**config.mk**
```make
export PLATFORM = sky130hd
export DESIGN_NAME = fbod_host
export DESIGN_NICKNAME = d
export VERILOG_FILES = /design/src/logic/fbod_pkg.sv /design/src/logic/fbod_host.sv /design/src/logic/fbod_timer.sv
export SDC_FILE = /design/constraint.sdc
export NUM_CORES = 1
export LEC_CHECK = 0
export BUFFER_PORTS_ARGS = -buffer_cell sky130_fd_sc_hd__buf_2
export CAP_MARGIN = 10
export CORE_MARGIN = 3
export CORE_UTILIZATION = 25
export CTS_CLUSTER_DIAMETER = 50
export DETAILED_ROUTE_END_ITERATION = 8
export HOLD_SLACK_MARGIN = 0.02
export PLACE_DENSITY = 0.53
export SYNTH_ARGS = -nofsm -noshare
export SYNTH_HDL_FRONTEND = slang
export SYNTH_HIERARCHICAL = 1
export SYNTH_SLANG_ARGS = --single-unit
```
**constraint.sdc**
```tcl
create_clock -name CLK -period 3.55 [get_ports CLK]
set_clock_uncertainty 0.15 [all_clocks]
set_input_delay 0.1775 -clock CLK [delete_from_list [all_inputs] [get_ports CLK]]
set_output_delay 0.1775 -clock CLK [all_outputs]
set_load 0.1 [all_outputs]
```
**src/logic/fbod_pkg.sv**
```systemverilog
// Constants and types for the host-side bus driver of an asynchronous parallel flash.
// Assumes a 200 MHz system clock and a flash whose pins are modelled digitally:
// each pin that can be raised to the identification level has a separate qualifier flag.

package fbod_pkg;

    // ==========================================================
    // Clock and timing
    localparam int unsigned CLK_PS         = 5000;
    localparam int unsigned T_SETUP_NS     = 10;
    localparam int unsigned T_ACCESS_NS    = 100;
    localparam int unsigned T_WE_PULSE_NS  = 50;
    localparam int unsigned T_RECOVER_NS   = 20;
    localparam int unsigned T_RESET_NS     = 500;
    localparam int unsigned T_PROTECT_US   = 100;
    localparam int unsigned T_UNPROTECT_MS = 10;

    // Least times round up to whole cycles
    localparam int unsigned C_SETUP   = (T_SETUP_NS * 1000 + CLK_PS - 1) / CLK_PS;
    localparam int unsigned C_ACCESS  = (T_ACCESS_NS * 1000 + CLK_PS - 1) / CLK_PS;
    localparam int unsigned C_WE      = (T_WE_PULSE_NS * 1000 + CLK_PS - 1) / CLK_PS;
    localparam int unsigned C_RECOVER = (T_RECOVER_NS * 1000 + CLK_PS - 1) / CLK_PS;
    localparam int unsigned C_RESET   = (T_RESET_NS * 1000 + CLK_PS - 1) / CLK_PS;
    localparam int unsigned C_PROTECT = (T_PROTECT_US * 1000000 + CLK_PS - 1) / CLK_PS;
    // Cycles per millisecond first, so the product stays inside 32 bits
    localparam int unsigned C_UNPROT  = T_UNPROTECT_MS * ((1000000000 + CLK_PS - 1) / CLK_PS);

    localparam int unsigned TMR_W = 21;

    // ==========================================================
    // Address field positions and masks
    localparam int unsigned ADDR_W    = 19;
    localparam int unsigned BLK_LO    = 12;
    localparam int unsigned BLK_W     = 7;
    localparam int unsigned BLK_N     = 128;
    localparam logic [18:0] M_LOWEST  = 19'h00001;
    localparam logic [18:0] M_VSEL    = 19'h00002;
    localparam logic [18:0] M_PVER    = 19'h00040;
    localparam logic [18:0] M_UNP_BLK = 19'h09000;

    localparam logic [15:0] RSP_RESET = 16'h0000;

    // ==========================================================
    // Operations and states
    typedef enum logic [2:0] {
        OP_READ   = 3'h0,
        OP_WRITE  = 3'h1,
        OP_SIG    = 3'h2,
        OP_PROT   = 3'h3,
        OP_UNPROT = 3'h4,
        OP_PVER   = 3'h5,
        OP_UVER   = 3'h6,
        OP_RESET  = 3'h7
    } fbod_op_e;

    typedef enum logic [3:0] {
        S_IDLE  = 4'b0001,
        S_SETUP = 4'b0010,
        S_ACT   = 4'b0100,
        S_REC   = 4'b1000
    } fbod_state_e;

endpackage : fbod_pkg

```
**src/logic/fbod_host.sv**
```systemverilog
// Host-side driver for an asynchronous parallel flash: one bus operation per command, none for a refused unprotect.
// Assumes flash pins are synchronous to CLK and that the bench resolves the data wire
// from the three output enables; elevated levels are carried by the *_VID flags.
`timescale 1ns/1ps

module fbod_host
    import fbod_pkg::*;
#(
    parameter int unsigned         PROT_CYC   = fbod_pkg::C_PROTECT,
    parameter int unsigned         UNPROT_CYC = fbod_pkg::C_UNPROT,
    parameter logic [BLK_N-1:0]    REQ_MASK   = {BLK_N{1'b1}}
)
(
    // Clock and reset
    input  wire logic                   CLK,
    input  wire logic                   RST,
    // Command
    input  wire logic                   CMD_VALID,
    input  wire fbod_pkg::fbod_op_e     CMD_OP,
    input  wire logic [19:0]            CMD_ADDR,
    input  wire logic [15:0]            CMD_DATA,
    input  wire logic                   CMD_WIDE,
    input  wire logic                   TEMP_UNPROT,
    output logic                        CMD_READY,
    // Response
    output logic                        RSP_VALID,
    output logic                        RSP_REFUSED,
    output logic [15:0]                 RSP_DATA,
    // Flash control pins
    output logic                        MEM_CE_N,
    output logic                        MEM_CE_VID,
    output logic                        MEM_OE_N,
    output logic                        MEM_OE_VID,
    output logic                        MEM_WE_N,
    output logic                        MEM_RP_N,
    output logic                        MEM_RP_VID,
    output logic                        MEM_WORD,
    // Flash address pins
    output logic [18:0]                 MEM_ADDR,
    output logic                        MEM_SIG_VID,
    // Flash data pins
    output logic [15:0]                 MEM_DQ_O,
    output logic [2:0]                  MEM_DQ_OE,
    input  wire logic [15:0]            MEM_DQ_I
);
    import fbod_pkg::*;

    // ==========================================================
    // Command latch and sequencer
    fbod_state_e      state_r;
    fbod_state_e      state_nxt;
    fbod_op_e         op_r;
    logic [19:0]      addr_r;
    logic [15:0]      data_r;
    logic             wide_r;
    logic [BLK_N-1:0] prot_map_r;
    logic             tmr_done;
    logic             tmr_load;
    logic [TMR_W-1:0] tmr_val;

    wire accept   = CMD_VALID && CMD_READY;
    wire all_prot = &(prot_map_r | ~REQ_MASK);
    wire refuse   = accept && (CMD_OP == OP_UNPROT) && !all_prot;
    wire start    = accept && !refuse;

    // Decode from the command being taken, so the control and address pins set on the take edge already
    // belong to it and not to the previous operation; the data lines from data_r keep the previous data until the next edge
    fbod_op_e         op_c;
    logic [19:0]      addr_c;
    logic             wide_c;
    assign op_c   = start ? CMD_OP : op_r;
    assign addr_c = start ? CMD_ADDR : addr_r;
    assign wide_c = start ? CMD_WIDE : wide_r;

    wire is_rd    = (op_c == OP_READ) || (op_c == OP_SIG) || (op_c == OP_PVER)
                    || (op_c == OP_UVER);
    wire is_pulse = (op_c == OP_WRITE) || (op_c == OP_PROT) || (op_c == OP_UNPROT);
    wire is_ver   = (op_c == OP_PVER) || (op_c == OP_UVER);
    wire is_rst   = (op_c == OP_RESET);

    wire fin_setup = (state_r == S_SETUP) && tmr_done;
    wire fin_act   = (state_r == S_ACT) && tmr_done;
    wire fin_rec   = (state_r == S_REC) && tmr_done;

    assign state_nxt = start     ? S_SETUP :
                       fin_setup ? S_ACT   :
                       fin_act   ? S_REC   :
                       fin_rec   ? S_IDLE  : state_r;

    // Active phase length depends on the operation
    wire [TMR_W-1:0] act_len =
        is_rd                ? TMR_W'(C_ACCESS - 1)   :
        (op_r == OP_WRITE)   ? TMR_W'(C_WE - 1)       :
        (op_r == OP_PROT)    ? TMR_W'(PROT_CYC - 1)   :
        (op_r == OP_UNPROT)  ? TMR_W'(UNPROT_CYC - 1) :
                               TMR_W'(C_RESET - 1);

    assign tmr_load = start || fin_setup || fin_act;
    assign tmr_val  = start ? TMR_W'(C_SETUP - 1) : (fin_setup ? act_len : TMR_W'(C_RECOVER - 1));

    fbod_timer u_timer (
        .clk      (CLK),
        .rst      (RST),
        .load     (tmr_load),
        .load_val (tmr_val),
        .done     (tmr_done)
    );

    // ==========================================================
    // Pin decode from the next state
    wire nx_on   = (state_nxt == S_SETUP) || (state_nxt == S_ACT);
    wire nx_act  = (state_nxt == S_ACT);
    wire nx_busy = (state_nxt != S_IDLE);

    // Byte mode moves the least address bit onto the top data pin
    wire [18:0] base_addr = wide_c ? addr_c[18:0] : addr_c[19:1];

    wire [18:0] set_m = (is_ver ? M_VSEL : 19'h00000)
                      | ((op_c == OP_UVER) ? M_PVER : 19'h00000)
                      | ((op_c == OP_UNPROT) ? M_UNP_BLK : 19'h00000);
    wire [18:0] clr_m = (is_ver ? M_LOWEST : 19'h00000)
                      | ((op_c == OP_PVER) ? M_PVER : 19'h00000)
                      | ((op_c == OP_SIG) ? M_VSEL : 19'h00000);
    wire [18:0] addr_out = (base_addr & ~clr_m) | set_m;

    // Elevated-level qualifiers stay up through recovery so the strobe rises under them
    wire sig_vid_w = nx_busy && ((op_c == OP_SIG) || (op_c == OP_PROT) || (op_c == OP_UNPROT)
                     || is_ver);
    wire oe_vid_w  = nx_busy && ((op_c == OP_PROT) || (op_c == OP_UNPROT));
    wire ce_vid_w  = nx_busy && (op_c == OP_UNPROT);

    // Chip select leads the strobe and rises on the same edge as it, so the strobe edges set capture
    wire ce_n_w = !(nx_on && !is_rst && (op_c != OP_UNPROT));
    wire oe_n_w = !(nx_act && is_rd);
    wire we_n_w = !(nx_act && is_pulse);
    wire rp_n_w = !(nx_act && is_rst);
    wire rp_vid_w = TEMP_UNPROT && rp_n_w;

    wire drv_data = nx_busy && (op_c == OP_WRITE);
    wire [2:0] dq_oe_w = {wide_c ? drv_data : (nx_busy && !is_rst),
                          wide_c && drv_data,
                          drv_data};
    wire [15:0] dq_o_w = {wide_c ? data_r[15] : addr_c[0], data_r[14:0]};

    // Byte mode upper lines float, so only the low byte is meaningful
    wire [15:0] rd_word = wide_r ? MEM_DQ_I : {8'h00, MEM_DQ_I[7:0]};
    wire        rd_take = fin_act && is_rd;

    // ==========================================================
    // Protection bookkeeping, one flag per block code
    wire [BLK_W-1:0] blk_idx  = addr_out[BLK_LO +: BLK_W];
    wire             prot_end = fin_act && (op_r == OP_PROT);
    wire             unp_end  = fin_act && (op_r == OP_UNPROT);

    genvar gi;
    generate
        for (gi = 0; gi < BLK_N; gi++) begin : g_blk
            always_ff @(posedge CLK) begin
                if (RST) begin
                    prot_map_r[gi] <= 1'b0;
                end else if (prot_end && (blk_idx == BLK_W'(gi))) begin
                    prot_map_r[gi] <= 1'b1;
                end else if (unp_end) begin
                    prot_map_r[gi] <= 1'b0;
                end
            end
        end
    endgenerate

    // ==========================================================
    // Registers
    always_ff @(posedge CLK) begin
        if (RST) begin
            state_r <= S_IDLE;
            op_r    <= OP_READ;
            addr_r  <= 20'h00000;
            data_r  <= 16'h0000;
            wide_r  <= 1'b1;
        end else begin
            state_r <= state_nxt;
            if (start) begin
                op_r   <= CMD_OP;
                addr_r <= CMD_ADDR;
                data_r <= CMD_DATA;
                wide_r <= CMD_WIDE;
            end
        end
    end

    always_ff @(posedge CLK) begin
        if (RST) begin
            CMD_READY   <= 1'b0;
            RSP_VALID   <= 1'b0;
            RSP_REFUSED <= 1'b0;
            RSP_DATA    <= RSP_RESET;
        end else begin
            CMD_READY   <= (state_nxt == S_IDLE) && !accept;
            RSP_VALID   <= fin_rec || refuse;
            RSP_REFUSED <= refuse;
            if (rd_take) begin
                RSP_DATA <= rd_word;
            end
        end
    end

    always_ff @(posedge CLK) begin
        if (RST) begin
            MEM_CE_N    <= 1'b1;
            MEM_CE_VID  <= 1'b0;
            MEM_OE_N    <= 1'b1;
            MEM_OE_VID  <= 1'b0;
            MEM_WE_N    <= 1'b1;
            MEM_RP_N    <= 1'b1;
            MEM_RP_VID  <= 1'b0;
            MEM_WORD    <= 1'b1;
            MEM_ADDR    <= 19'h00000;
            MEM_SIG_VID <= 1'b0;
            MEM_DQ_O    <= 16'h0000;
            MEM_DQ_OE   <= 3'h0;
        end else begin
            MEM_CE_N    <= ce_n_w;
            MEM_CE_VID  <= ce_vid_w;
            MEM_OE_N    <= oe_n_w;
            MEM_OE_VID  <= oe_vid_w;
            MEM_WE_N    <= we_n_w;
            MEM_RP_N    <= rp_n_w;
            MEM_RP_VID  <= rp_vid_w;
            MEM_WORD    <= wide_c;
            MEM_ADDR    <= addr_out;
            MEM_SIG_VID <= sig_vid_w;
            MEM_DQ_O    <= dq_o_w;
            MEM_DQ_OE   <= dq_oe_w;
        end
    end

endmodule : fbod_host

```
**src/logic/fbod_timer.sv**
```systemverilog
// Down counter that times each phase of a flash bus cycle.
// Assumes the caller loads the phase length minus one on the edge that enters the phase.
`timescale 1ns/1ps

module fbod_timer
    import fbod_pkg::*;
(
    // Clock and reset
    input  wire logic             clk,
    input  wire logic             rst,
    // Control
    input  wire logic             load,
    input  wire logic [TMR_W-1:0] load_val,
    // Status
    output logic                  done
);

    logic [TMR_W-1:0] cnt_r;
    logic [TMR_W-1:0] cnt_nxt;

    assign cnt_nxt = load ? load_val : ((cnt_r == '0) ? cnt_r : cnt_r - 1'b1);
    assign done    = (cnt_r == '0);

    always_ff @(posedge clk) begin
        if (rst) begin
            cnt_r <= '0;
        end else begin
            cnt_r <= cnt_nxt;
        end
    end

endmodule : fbod_timer

```
==> results.yml <==
status:
  outcome: "finished clean"
drt:
  wl_per_cell_um: 16.78
  wl_met3_um: 2280
  drcViolationCount: 0
  wl_met1_um: 14450
  vias_per_cell: 4.856
  wl_met2_um: 14700
  drt-total-wl_um: 32030
  drtIter0Drc: 592
  routed.top_layer: "met5"
  vias: 9270
  drtPass1Iterations: 5
  ant_nets: 0
yosys:
  synthTopCellsByCount: "258 x dfxtp_1, 171 x nand2_1, 69 x a21oi_1"
  synth_seq_cells: 258
  yosysTopAreaCell: "dfxtp_1"
  synth_edf_count: 0
  yosysTopAreaCellShare: 0.4866
  synth_cell_type_count: 68
  yosys_warnings: 6
  syn_inst: 1138
  synthArstFlopShare: 0
  syn-cell-area_um2: 10620
  synth.most_common_cell: "dfxtp_1"
  synthTopCellsByArea: "dfxtp_1 49%, nand2_1 6.0%, a22o_1 5.4%, nand4_1 4.0%, mux2i_1 3.4%"
  avgSynthCellArea_um2: 9.328
  synth_ff_type: "dfxtp_1"
  ys_seq_area_frac: 0.4866
floorplan:
  die_x_um: 212.1
  ios: 126
  die_area_um2: 44970
  initial_core_util: 0.2565
  core_area_um2: 41390
  row_count: 74
  die_height_um: 212.1
placement:
  dp_hpwl_um: 21600
  gp_congestion: 0.8272
  dp_worst_setup_slack_ps: 133.0
  io_buffer_count: 125
power:
  leakage_nw: 5.359
  vdd_drop_max_uv: 378.4
  power_density_nw_per_um2: 560.5
finish:
  nets: 1417
  nFillCells: 4185
  area_delta_synth_final_pct: 30.46
  regArea_um2: 5166
  multi_input_area_um2: 5195
  n_antenna_cell: 0
  final_layout_size_suffix_gt1_frac: 0.2266
global_routing:
  grt_pass1_vias: 9044
  overflow: 0
  track_usage: 0.1385
  antenna_found_initial: 2
  grt_max_degree: 129
  grt_pass1_wl_um: 50490
timing:
  fin_setup_tns_ps: 0
  whs_ps: 58.06
  hold_viol_final: 0
  period_needed_ps: 3383
  worstMarginPinSlew_ps: 833.8
  worst_slack_ps: 167.3
  rsz0062_at_grt: "false"
  timing.slew.headroom: 0.4411
  setup-violations-final: 0
  maxSlewViolCount: 0
  finalCritPeriodShare: 0.9529
  fmax_ghz: 0.2956
critical_path:
  cp-end-kind: "flip-flop"
  path_class: "reg2reg"
  worst_setup_path_start_kind: "flip-flop"
  crit_slowest_cell: "dlygate4sd3_1"
  cp_max_fo: 6
  required_ps: 3900
  max_stage_delay_ps: 560
  arrival_ps: 3730
  path_cells: "or4_4, or4_4, nor3_4, nor3b_4, buf_4, nor3b_4, buf_6, buf_4, nand3_1, a21oi_1, dlygate4sd3_1"
cts:
  clk_latency_ps: 570
  tritoncts: "yes"
  root_buffer: "clkbuf_16"
  cts_made_buffers: 30
  cts_buffer_depth: 3
  cts_max_level: 1
  cts_sinks: 258
  cts.clk_slew.worst_paths_ps: 60
worst_hold_path:
  hp-class: "in2reg"
run:
  cap_violations: 0
## where the power goes
part | switching (W) | total [W] | internal, W
logic | 0.000919 | 0.00149 | 0.000572
clock network | 0.00123 | 0.00309 | 0.00186
registers | 0.000125 | 0.00318 | 0.00305
## path summary, 6_finish.rpt
| path | start | endpoint | slack [ps] | cells past startpoint |
|---|---|---|---|---|
| setup / recovery | u_timer/cnt_r[10] | RSP_DATA[1] | 170 | 11 |
| hold / removal | CMD_OP[1] | MEM_DQ_OE[0] | 60 | 4 |
| setup reg to reg | u_timer/cnt_r[10] | RSP_DATA[1] | 170 | 11 |
| hold reg to reg | data_r[13] | data_r[13] | 300 | 2 |
## logic make-up after synthesis
kind of cell / share of synthesized area
compound gates: 0.1767
other cells: 0.0007075
flops: 0.4866
buf+inv: 0.03112
fa+ha+maj: 0.002357
mux: 0.05233
xor+xnor: 0.01733
simple gates: 0.2329
## cell usage in the layout (no fill, tap or decap), types with 19 or more instances in the layout
cell,netlist,layout
buf_4,3,40
a21oi_1,69,67
o21ai_0,39,39
buf_2,12,125
clkbuf_16,0,31
nand2_1,171,171
nand3_1,19,19
o21ai_1,45,45
o21ai_2,24,24
mux2i_1,36,36
dlygate4sd3_1,0,79
nand4_1,68,68
nor2b_1,28,28
a22o_1,66,66
nor2_1,48,47
dfxtp_1,258,257
## what timing repair did
action	CTS	global route
hold buffers	79	0
resized for setup	0	9
hold endpoints to repair	71	0
setup endpoints to repair	0	24
setup buffers	0	5
## per-stage QoR
step / cells / area, um2 / power, W / util
after floorplan: 1142 / 10640 / 0.004316 / -
final: 1909 / 13850 / 0.007762 / 0.3346
after global routing: 1909 / 13850 / 0.008104 / 0.3346
after global placement: 1770 / 11960 / 0.004652 / 0.2891
after CTS: 1903 / 13770 / 0.007833 / 0.3326
after detailed placement: 1770 / 11960 / 0.004668 / 0.2891
## registers in the layout (all words and copies together), names as in the netlist, 3 cells and up
register,count
MEM_ADDR,19
MEM_DQ_O,16
MEM_DQ_OE,3
RSP_DATA,16
addr_r,20
data_r,16
op_r,3
prot_map_r,128
state_r,4
u_timer/cnt_r,21
## worst max-delay path, delay by kind of cell (launching register included)
| family | cells | cell delay [ps] |
|---|---|---|
| compound gates | 1 | 140 |
| buf+inv | 4 | 1000 |
| flops | 1 | 340 |
| simple gates | 6 | 1690 |
## per-layer routing
layer	GRT usage	vias up
li1	-	4560
met1	0.1815	4378
met2	0.2296	283
met3	0.03394	45
met4	0.03418	4
met5	0	-
## final cells by class
type                            instances  area share
Timing Repair Buffer                  248      0.1285
Inverter                                8    0.002168
Sequential cell                       258      0.3731
Multi-Input combinational cell        809      0.3751
Tap cell                              532     0.04807
Clock buffer                           42     0.06623
Clock inverter                         12    0.006867
Note: power is estimated with default switching activity, not from simulation.
